===== src/inc/shutdown_map.vh =====
// register offsets, field positions and reset values of the shutdown and restart block
`ifndef SHUTDOWN_MAP_VH
`define SHUTDOWN_MAP_VH

`define ADDR_W           4
`define DATA_W           8
// ==========================================================
// register offsets
`define REG_SHUTDOWN_CTL 4'h0
`define REG_GEN_CTL2     4'h1
`define REG_SRC_SEL      4'h2
`define REG_IRQ_STATUS   4'h3
`define REG_IRQ_CLEAR    4'h4
`define REG_IRQ_ENABLE   4'h5
// ==========================================================
// shutdown control register fields
`define SD_FLAG_BIT      7
`define SD_LVL_BD_HI     3
`define SD_LVL_BD_LO     2
`define SD_LVL_AC_HI     1
`define SD_LVL_AC_LO     0
// generator control register two fields
`define GC_RESTART_BIT   0
`define GC_ENABLE_BIT    1
`define GC_POL_HI        7
`define GC_POL_LO        4
// interrupt status fields
`define IRQ_SHUTDOWN_BIT 0
`define IRQ_RESUME_BIT   1
`define IRQ_W            2
// ==========================================================
// reset values
`define RST_LEVELS       2'h0
`define RST_SRC_SEL      4'h0
`define RST_POL          4'h0
`define RST_IRQ          2'h0
`define RST_FLAG         1'h1
`define RST_BIT          1'h0
`define RST_PINS         4'h0
`define ZERO_BYTE        8'h00

`endif


===== src/rise_detect.v =====
// rising edge detector on an already synchronised level
`timescale 1ns/1ps
`default_nettype none
module rise_detect (
    input  wire clk_i,
    input  wire resetn_i,
    input  wire level_i,
    output wire rise_o
);
    reg prev;

    always @(posedge clk_i or negedge resetn_i) begin
        if (!resetn_i) begin
            prev <= 1'b0;
        end else begin
            prev <= level_i;
        end
    end

    assign rise_o = level_i & ~prev;
endmodule
`default_nettype wire


===== src/sync2.v =====
// two flip-flop synchroniser for asynchronous level inputs
`timescale 1ns/1ps
`default_nettype none
module sync2 #(
    parameter W = 1
) (
    input  wire         clk_i,
    input  wire         resetn_i,
    input  wire [W-1:0] d_i,
    output reg  [W-1:0] q_o
);
    reg [W-1:0] stage;

    always @(posedge clk_i or negedge resetn_i) begin
        if (!resetn_i) begin
            stage <= {W{1'b0}};
            q_o   <= {W{1'b0}};
        end else begin
            stage <= d_i;
            q_o   <= stage;
        end
    end
endmodule
`default_nettype wire


===== src/waveform_shutdown_restart.v =====
// auto-shutdown override and restart logic of the complementary waveform generator
//
// Implementation choices: the strobed register port and the placing of the registers.
`timescale 1ns/1ps
`default_nettype none
`include "shutdown_map.vh"
module waveform_shutdown_restart #(
    parameter NSRC = 4
) (
    input  wire                 CLK_I,
    input  wire                 RESETN_I,
    // register port
    input  wire [`ADDR_W-1:0]   ADDR_I,
    input  wire [`DATA_W-1:0]   WDATA_I,
    input  wire                 WR_I,
    input  wire                 RD_I,
    output reg  [`DATA_W-1:0]   RDATA_O,
    // waveform core side, same clock
    input  wire [3:0]           WAVE_I,
    // input source of the generator and shutdown sources, from pins
    input  wire                 SRC_EDGE_I,
    input  wire [NSRC-1:0]      SHUTDOWN_IN_I,
    // pins a, b, c, d in bits 0..3
    output reg  [3:0]           PIN_O,
    output reg                  SHUTDOWN_ACTIVE_O,
    output reg                  IRQ_O
);
    // ==========================================================
    // input synchronisation
    wire [NSRC-1:0] sd_sync;
    wire            src_sync;
    wire            src_rise;

    sync2 #(.W(NSRC)) u_sd_sync (
        .clk_i    (CLK_I),
        .resetn_i (RESETN_I),
        .d_i      (SHUTDOWN_IN_I),
        .q_o      (sd_sync)
    );

    sync2 #(.W(1)) u_src_sync (
        .clk_i    (CLK_I),
        .resetn_i (RESETN_I),
        .d_i      (SRC_EDGE_I),
        .q_o      (src_sync)
    );

    rise_detect u_src_rise (
        .clk_i    (CLK_I),
        .resetn_i (RESETN_I),
        .level_i  (src_sync),
        .rise_o   (src_rise)
    );

    // ==========================================================
    // registers
    reg [1:0]        override_level_bd;
    reg [1:0]        override_level_ac;
    reg              shutdown_flag;
    reg              restart_en;
    reg              gen_en;
    reg [3:0]        polarity;
    reg [NSRC-1:0]   src_sel;
    reg [`IRQ_W-1:0] irq_status;
    reg [`IRQ_W-1:0] irq_enable;
    reg              override_hold;

    wire wr_sd   = WR_I && (ADDR_I == `REG_SHUTDOWN_CTL);
    wire wr_gc   = WR_I && (ADDR_I == `REG_GEN_CTL2);
    wire wr_src  = WR_I && (ADDR_I == `REG_SRC_SEL);
    wire wr_iclr = WR_I && (ADDR_I == `REG_IRQ_CLEAR);
    wire wr_ien  = WR_I && (ADDR_I == `REG_IRQ_ENABLE);

    wire sd_any  = |(sd_sync & src_sel);

    // ==========================================================
    // shutdown flag
    reg next_shutdown_flag;

    always @* begin
        next_shutdown_flag = shutdown_flag;
        if (sd_any) begin
            next_shutdown_flag = 1'b1;
        end else if (restart_en) begin
            next_shutdown_flag = 1'b0;
        end else if (wr_sd) begin
            // a clear only lands while no selected input is high
            next_shutdown_flag = WDATA_I[`SD_FLAG_BIT];
        end
    end

    // override stays until a source rising edge after the flag clears
    reg next_override_hold;

    // an edge in the very cycle the flag clears does not count
    wire resume_edge = src_rise & ~shutdown_flag;

    always @* begin
        next_override_hold = override_hold;
        if (next_shutdown_flag) begin
            next_override_hold = 1'b1;
        end else if (resume_edge) begin
            next_override_hold = 1'b0;
        end
    end

    // ==========================================================
    // shutdown state; start-up is from the shutdown state
    always @(posedge CLK_I or negedge RESETN_I) begin
        if (!RESETN_I) begin
            shutdown_flag <= `RST_FLAG;
            override_hold <= `RST_FLAG;
        end else begin
            shutdown_flag <= next_shutdown_flag;
            override_hold <= next_override_hold;
        end
    end

    // ==========================================================
    // override level fields
    always @(posedge CLK_I or negedge RESETN_I) begin
        if (!RESETN_I) begin
            override_level_bd <= `RST_LEVELS;
            override_level_ac <= `RST_LEVELS;
        end else begin
            if (wr_sd) begin
                override_level_bd <= WDATA_I[`SD_LVL_BD_HI:`SD_LVL_BD_LO];
                override_level_ac <= WDATA_I[`SD_LVL_AC_HI:`SD_LVL_AC_LO];
            end
        end
    end

    // ==========================================================
    // generator control register two
    // polarity is taken at once; a change shows on the next pin update
    always @(posedge CLK_I or negedge RESETN_I) begin
        if (!RESETN_I) begin
            restart_en <= `RST_BIT;
            gen_en     <= `RST_BIT;
            polarity   <= `RST_POL;
        end else begin
            if (wr_gc) begin
                restart_en <= WDATA_I[`GC_RESTART_BIT];
                gen_en     <= WDATA_I[`GC_ENABLE_BIT];
                polarity   <= WDATA_I[`GC_POL_HI:`GC_POL_LO];
            end
        end
    end

    // ==========================================================
    // shutdown source select
    // an unselected input is ignored entirely, even while it is high
    always @(posedge CLK_I or negedge RESETN_I) begin
        if (!RESETN_I) begin
            src_sel <= {NSRC{1'b0}};
        end else begin
            if (wr_src) begin
                src_sel <= WDATA_I[NSRC-1:0];
            end
        end
    end

    // ==========================================================
    // interrupts: set wins over clear
    wire [`IRQ_W-1:0] irq_set;
    wire [`IRQ_W-1:0] irq_clr;
    reg  [`IRQ_W-1:0] next_irq_status;

    assign irq_set[`IRQ_SHUTDOWN_BIT] = next_shutdown_flag & ~shutdown_flag;
    assign irq_set[`IRQ_RESUME_BIT]   = override_hold & ~next_override_hold;
    assign irq_clr                    = wr_iclr ? WDATA_I[`IRQ_W-1:0] : `RST_IRQ;

    // an event in the cycle of a clear must not be lost
    always @* begin
        next_irq_status = (irq_status & ~irq_clr) | irq_set;
    end

    always @(posedge CLK_I or negedge RESETN_I) begin
        if (!RESETN_I) begin
            irq_status <= `RST_IRQ;
            IRQ_O      <= `RST_BIT;
        end else begin
            irq_status <= next_irq_status;
            // one cycle behind the status bits, so the output stays a plain flop
            IRQ_O      <= |(irq_status & irq_enable);
        end
    end

    always @(posedge CLK_I or negedge RESETN_I) begin
        if (!RESETN_I) begin
            irq_enable <= `RST_IRQ;
        end else begin
            if (wr_ien) begin
                irq_enable <= WDATA_I[`IRQ_W-1:0];
            end
        end
    end

    // ==========================================================
    // read port, data one cycle after the strobe
    reg [`DATA_W-1:0] rd_mux;

    always @* begin
        rd_mux = `ZERO_BYTE;
        case (ADDR_I)
            `REG_SHUTDOWN_CTL: begin
                rd_mux[`SD_FLAG_BIT]                 = shutdown_flag;
                rd_mux[`SD_LVL_BD_HI:`SD_LVL_BD_LO] = override_level_bd;
                rd_mux[`SD_LVL_AC_HI:`SD_LVL_AC_LO] = override_level_ac;
            end
            `REG_GEN_CTL2: begin
                rd_mux[`GC_RESTART_BIT]        = restart_en;
                rd_mux[`GC_ENABLE_BIT]         = gen_en;
                rd_mux[`GC_POL_HI:`GC_POL_LO]  = polarity;
            end
            `REG_SRC_SEL: begin
                rd_mux[NSRC-1:0] = src_sel;
            end
            `REG_IRQ_STATUS: begin
                rd_mux[`IRQ_W-1:0] = irq_status;
            end
            `REG_IRQ_ENABLE: begin
                rd_mux[`IRQ_W-1:0] = irq_enable;
            end
            default: begin
                rd_mux = `ZERO_BYTE;
            end
        endcase
    end

    // the bus sits at zero outside the read cycle, so no hold is needed
    reg [`DATA_W-1:0] next_rdata;

    always @* begin
        next_rdata = `ZERO_BYTE;
        if (RD_I) begin
            next_rdata = rd_mux;
        end
    end

    always @(posedge CLK_I or negedge RESETN_I) begin
        if (!RESETN_I) begin
            RDATA_O <= `ZERO_BYTE;
        end else begin
            RDATA_O <= next_rdata;
        end
    end

    // ==========================================================
    // pin drive
    wire [3:0] override_pins;
    // bit order a, b, c, d
    assign override_pins = {override_level_bd[1], override_level_ac[1],
                            override_level_bd[0], override_level_ac[0]};

    reg [3:0] next_pin;

    always @* begin
        if (next_override_hold || !gen_en) begin
            // no polarity here on purpose
            next_pin = override_pins;
        end else begin
            next_pin = WAVE_I ^ polarity;
        end
    end

    always @(posedge CLK_I or negedge RESETN_I) begin
        if (!RESETN_I) begin
            PIN_O             <= `RST_PINS;
            SHUTDOWN_ACTIVE_O <= `RST_FLAG;
        end else begin
            SHUTDOWN_ACTIVE_O <= next_override_hold;
            PIN_O             <= next_pin;
        end
    end
endmodule
`default_nettype wire

===== config.mk =====
export PLATFORM = sky130hd
export DESIGN_NAME = waveform_shutdown_restart
export DESIGN_NICKNAME = d
export VERILOG_FILES = /design/src/rise_detect.v /design/src/sync2.v /design/src/waveform_shutdown_restart.v
export VERILOG_INCLUDE_DIRS = /design/src /design/src/inc
export SDC_FILE = /design/constraint.sdc
export NUM_CORES = 1
export LEC_CHECK = 0
export BUFFER_PORTS_ARGS = -buffer_cell sky130_fd_sc_hd__buf_4
export CORE_UTILIZATION = 52
export CTS_CLUSTER_SIZE = 28
export DETAILED_ROUTE_END_ITERATION = 6
export HOLD_SLACK_MARGIN = 0.02
export PLACE_DENSITY = 0.77
export SLEW_MARGIN = 20
export SYNTH_ARGS = -nofsm -noshare
export SYNTH_HDL_FRONTEND = slang
export SYNTH_HIERARCHICAL = 1
export SYNTH_SLANG_ARGS = --single-unit

===== constraint.sdc =====
create_clock -name CLK_I -period 1.7 [get_ports CLK_I]
set_input_delay 0.085 -clock CLK_I [delete_from_list [all_inputs] [get_ports CLK_I]]
set_output_delay 0.085 -clock CLK_I [all_outputs]
set_load 0.005 [all_outputs]

==> summary.txt <==
Worst setup path
  • Worst reg2reg path depth: 6
  • Endpoint kind of the worst setup timing path: flip-flop
  • Arrival time of data at the critical path endpoint: around 1800 ps
  • Category of the critical setup timing path: in2reg
  • RR Endpoint: PIN_O[1]$_DFF_PN0_
  • Maximum fanout along the worst path: 7
  • Startpoint of the most critical register-to-register path: u_src_rise/prev$_DFF_PN0_
  • Internal reg-to-reg setup slack: 100 ps
  • Req. time, crit path: between 1500 and 2000 ps
  • Startpoint types: input pin

Power
  • Total power per unit cell area: ~1000 nW/um2
  • Post-layout total power: 2.44 mW
  • Maximum ir drop on the vdd rail: between 0.8 and 0.9 mV
  • Sw Pwr: between 0.6 and 0.7 mW
  • Share of total power consumed by net switching: ~25%
  • Power share of the combinational group: between 10% and 20%
  • Clock group share of total power: about a quarter
  • Sequential group share of total power: 54.7%
  • Internal portion of total power: approximately 1.8 mW
  • Reported leakage power: between 1 and 1.5 nW

Floorplanning
  • Core Box Area: ~3100 um2
  • Overall die area: between 3000 and 4000 um2
  • Width of the chip: 60.3 um
  • Effective utilization at floorplan: about 56%
  • Top Ports: 39
  • Height of the die: approximately 60 um
  • Total number of placement rows: 20

Cells and area
  • Diode count: 0
  • Register area: between 1000 and 1500 um2
  • Finished Cell Area: about 2400 um2
  • Net count of the finished layout: a little over 200
  • Proportion of layout cells with a drive suffix above 1: around two fifths
  • Area Growth Syn to Fin: 33.9%
  • Leading cell types in the layout, fill and taps excluded: sky130_fd_sc_hd__dfrtp_1, sky130_fd_sc_hd__buf_4, sky130_fd_sc_hd__mux2_2
  • Fill cell instance count of the final layout: 200
  • Leading cell type in the layout, fill and taps excluded: sky130_fd_sc_hd__dfrtp_1
  • Area of combinational cells with multiple inputs: 634 um2

Synthesis
  • FFs w/ async S/R, synth: 100%
  • Cell type contributing the most total cell area after synthesis: sky130_fd_sc_hd__dfrtp_1
  • Largest cells by area after synthesis: sky130_fd_sc_hd__dfrtp_1, sky130_fd_sc_hd__mux2_2, sky130_fd_sc_hd__dfstp_2
  • Post-synthesis cell type count: 29
  • Total standard cell area after synthesis: between 1500 and 2000 um2
  • Warnings, synthesis: 6
  • Yosys reg bits: 44
  • Synth Area per Inst: 15.1 um2
  • Most used DFF post-synth: sky130_fd_sc_hd__dfrtp_1
  • Portion of the post-synthesis area used by sequential elements: between 60% and 70%
  • Net count of the mapped netlist: between 100 and 150
  • Cell count after synthesis: around 120
  • Top cell type's share of synthesized area: between 50% and 60%
  • Number of synthesized flops with an enable pin: 0

Route
  • Via density per instance: 5.12
  • Routed wire length per instance: 14.3 um
  • Routed vias: 1153
  • DRC violation total after the first TritonRoute iteration: 39
  • Sum of routed wire length over all layers: 3210 um
  • Number of iterations in the first detailed-routing pass: 6
  • Final routed DRC violation total: 0
  • Antenna Violating Nets Remaining: 0

STA
  • Endpoints failing hold: 0
  • Hold slack final: 34.9 ps
  • Highest attainable clock frequency: roughly 0.62 GHz
  • Worst clock skew on the final layout: roughly 11 ps
  • Final critical path time including I/O delays and setup: about 1600 ps
  • Number of pins with negative max-slew slack in the final report: 0
  • Actual transition at the worst max-transition pin: just over 500 ps
  • Setup TNS: 0 ps
  • Final clock period utilization by the worst path: a little over nine tenths
  • Setup repair after global routing missed its margin: no
  • Final setup violation count: 0
  • Relative max-transition margin: 65.7%

Flow run
  • Number of violations of the max-capacitance limit: 0

Clocking
  • Clock tree sinks: 44
  • Number of buffers created by CTS: 5
  • Clock transition at path regs: ~130 ps
  • Root buf cell: sky130_fd_sc_hd__clkbuf_4
  • Clock insertion delay at the later pin of the skew report: around 340 ps
  • TritonCTS clock tree: built
  • H-tree Lvls: 2
  • Number of buffers between clock root and the deepest sink: 2

Min path
  • Min-Delay Path Depth: 3
  • HP Start: ADDR_I[3]
  • Hold worst-path end: RDATA_O[1]$_DFF_PN0_
  • Worst Hold Class: in2reg

GRT
  • Pin count of the biggest net entering global routing: 45
  • Overflow after GRT: 0
  • Combined global-route utilization of all metal layers: 20.4%
  • Number of antenna violations at the first check in global routing: 0
  • Global-route wire length before repair: 5100 um
  • Via count of the first global-routing pass: around 1100

Place
  • Buffers on Ports: 38
  • Post-place instance area: ~2100 um2
  • Placer's final routability congestion estimate: 0.864
  • Half-perimeter wire length of the detailed placement result: approximately 2300 um

Run status
  • Status: finished, final reports clean
==> layer usage <==
layer	share of wire [%]	wire length [um]	vias up	track usage [%]
met1	42	1360	575	25.7
li1	-	-	543	-
met3	4.3	137	4	6.06
met5	0	0	-	0
met2	53	1690	31	33.4
met4	0.93	30	0	6.98
==> kinds of logic (layout without fill, tap and decap cells) <==
logic type,count (synthesis),after routing,share of synthesized area (%)
compound gates,10,10,4.04
flops,44,44,62.5
xor+xnor,4,4,1.98
mux,25,25,17.4
simple gates,30,30,12.3
buf+inv,4,68,1.70
==> power groups by stage <==
stage,Combinational [mW],Sequential (mW),Clock [mW]
final,0.456,1.33,0.647
after global routing,0.507,1.35,0.705
after CTS,0.458,1.33,0.660
after detailed placement,0.426,1.36,0
after global placement,0.413,1.35,0
after floorplan,0.255,1.32,0
==> flip-flops by register name (all words and copies together) (netlist names) <==
name               count
RDATA_O                8
restart_en             1
override_level_ac      2
polarity               4
irq_status             2
SHUTDOWN_ACTIVE_O      1
src_sel                4
IRQ_O                  1
u_src_sync/q_o         1
irq_enable             2
shutdown_flag          1
gen_en                 1
u_sd_sync/stage        4
PIN_O                  4
u_sd_sync/q_o          4
u_src_sync/stage       1
u_src_rise/prev        1
override_level_bd      2
==> metrics by stage <==
step,util [%],setup slack [ps],instances
after floorplan,-,214,117
after detailed placement,66.8,48.2,198
after global routing,75.6,4.25,225
final,75.6,86.3,225
after CTS,75.0,8.55,223
after global placement,66.8,102,198
==> area by class of cell <==
class	count	share of cell area (%)
Tap cell	44	2.33
Timing Repair Buffer	58	20.3
Sequential cell	44	46.7
Multi-Input combinational cell	69	26.8
Clock inverter	3	1.96
Inverter	2	0.317
Clock buffer	5	1.59
==> Yosys cell counts (3+ instances only) <==
| library cell | number |
|---|---|
| sky130_fd_sc_hd__xor2_1 | 4 |
| sky130_fd_sc_hd__mux2_2 | 20 |
| sky130_fd_sc_hd__nand2_1 | 5 |
| sky130_fd_sc_hd__nand3_1 | 3 |
| sky130_fd_sc_hd__dfrtp_1 | 42 |
| sky130_fd_sc_hd__mux2i_1 | 3 |
| sky130_fd_sc_hd__and2_1 | 3 |
| sky130_fd_sc_hd__nor3_1 | 4 |
| sky130_fd_sc_hd__nand2b_1 | 4 |
==> how the worst max path moves through the flow <==
stage	from	end	slack, ps
3_3_place_gp	u_src_rise/prev$_DFF_PN0_	PIN_O[2]$_DFF_PN0_	100
4_1_cts	u_src_rise/prev$_DFF_PN0_	PIN_O[1]$_DFF_PN0_	9
3_5_place_dp	u_src_rise/prev$_DFF_PN0_	PIN_O[1]$_DFF_PN0_	50
5_1_grt	src_sel[0]$_DFFE_PN0P_	PIN_O[1]$_DFF_PN0_	4
2_1_floorplan	u_src_rise/prev$_DFF_PN0_	PIN_O[0]$_DFF_PN0_	210
6_report	ADDR_I[2]	PIN_O[1]$_DFF_PN0_	90
==> critical path: stages <==
cell	delay (ps)
sky130_fd_sc_hd__dlygate4sd3_1	550
sky130_fd_sc_hd__buf_4	170
sky130_fd_sc_hd__nor2_4	150
sky130_fd_sc_hd__a21oi_2	100
sky130_fd_sc_hd__nor4_4	270
sky130_fd_sc_hd__buf_4	180
sky130_fd_sc_hd__mux2_2	340
==> what timing repair did <==
item,CTS,global route
buffers inserted,0,1
hold buffers,17,1
endpoints found under the hold margin,65,1
gates resized for setup,0,1
setup endpoints to repair,0,4
Note: power is estimated with default switching activity, not from simulation.
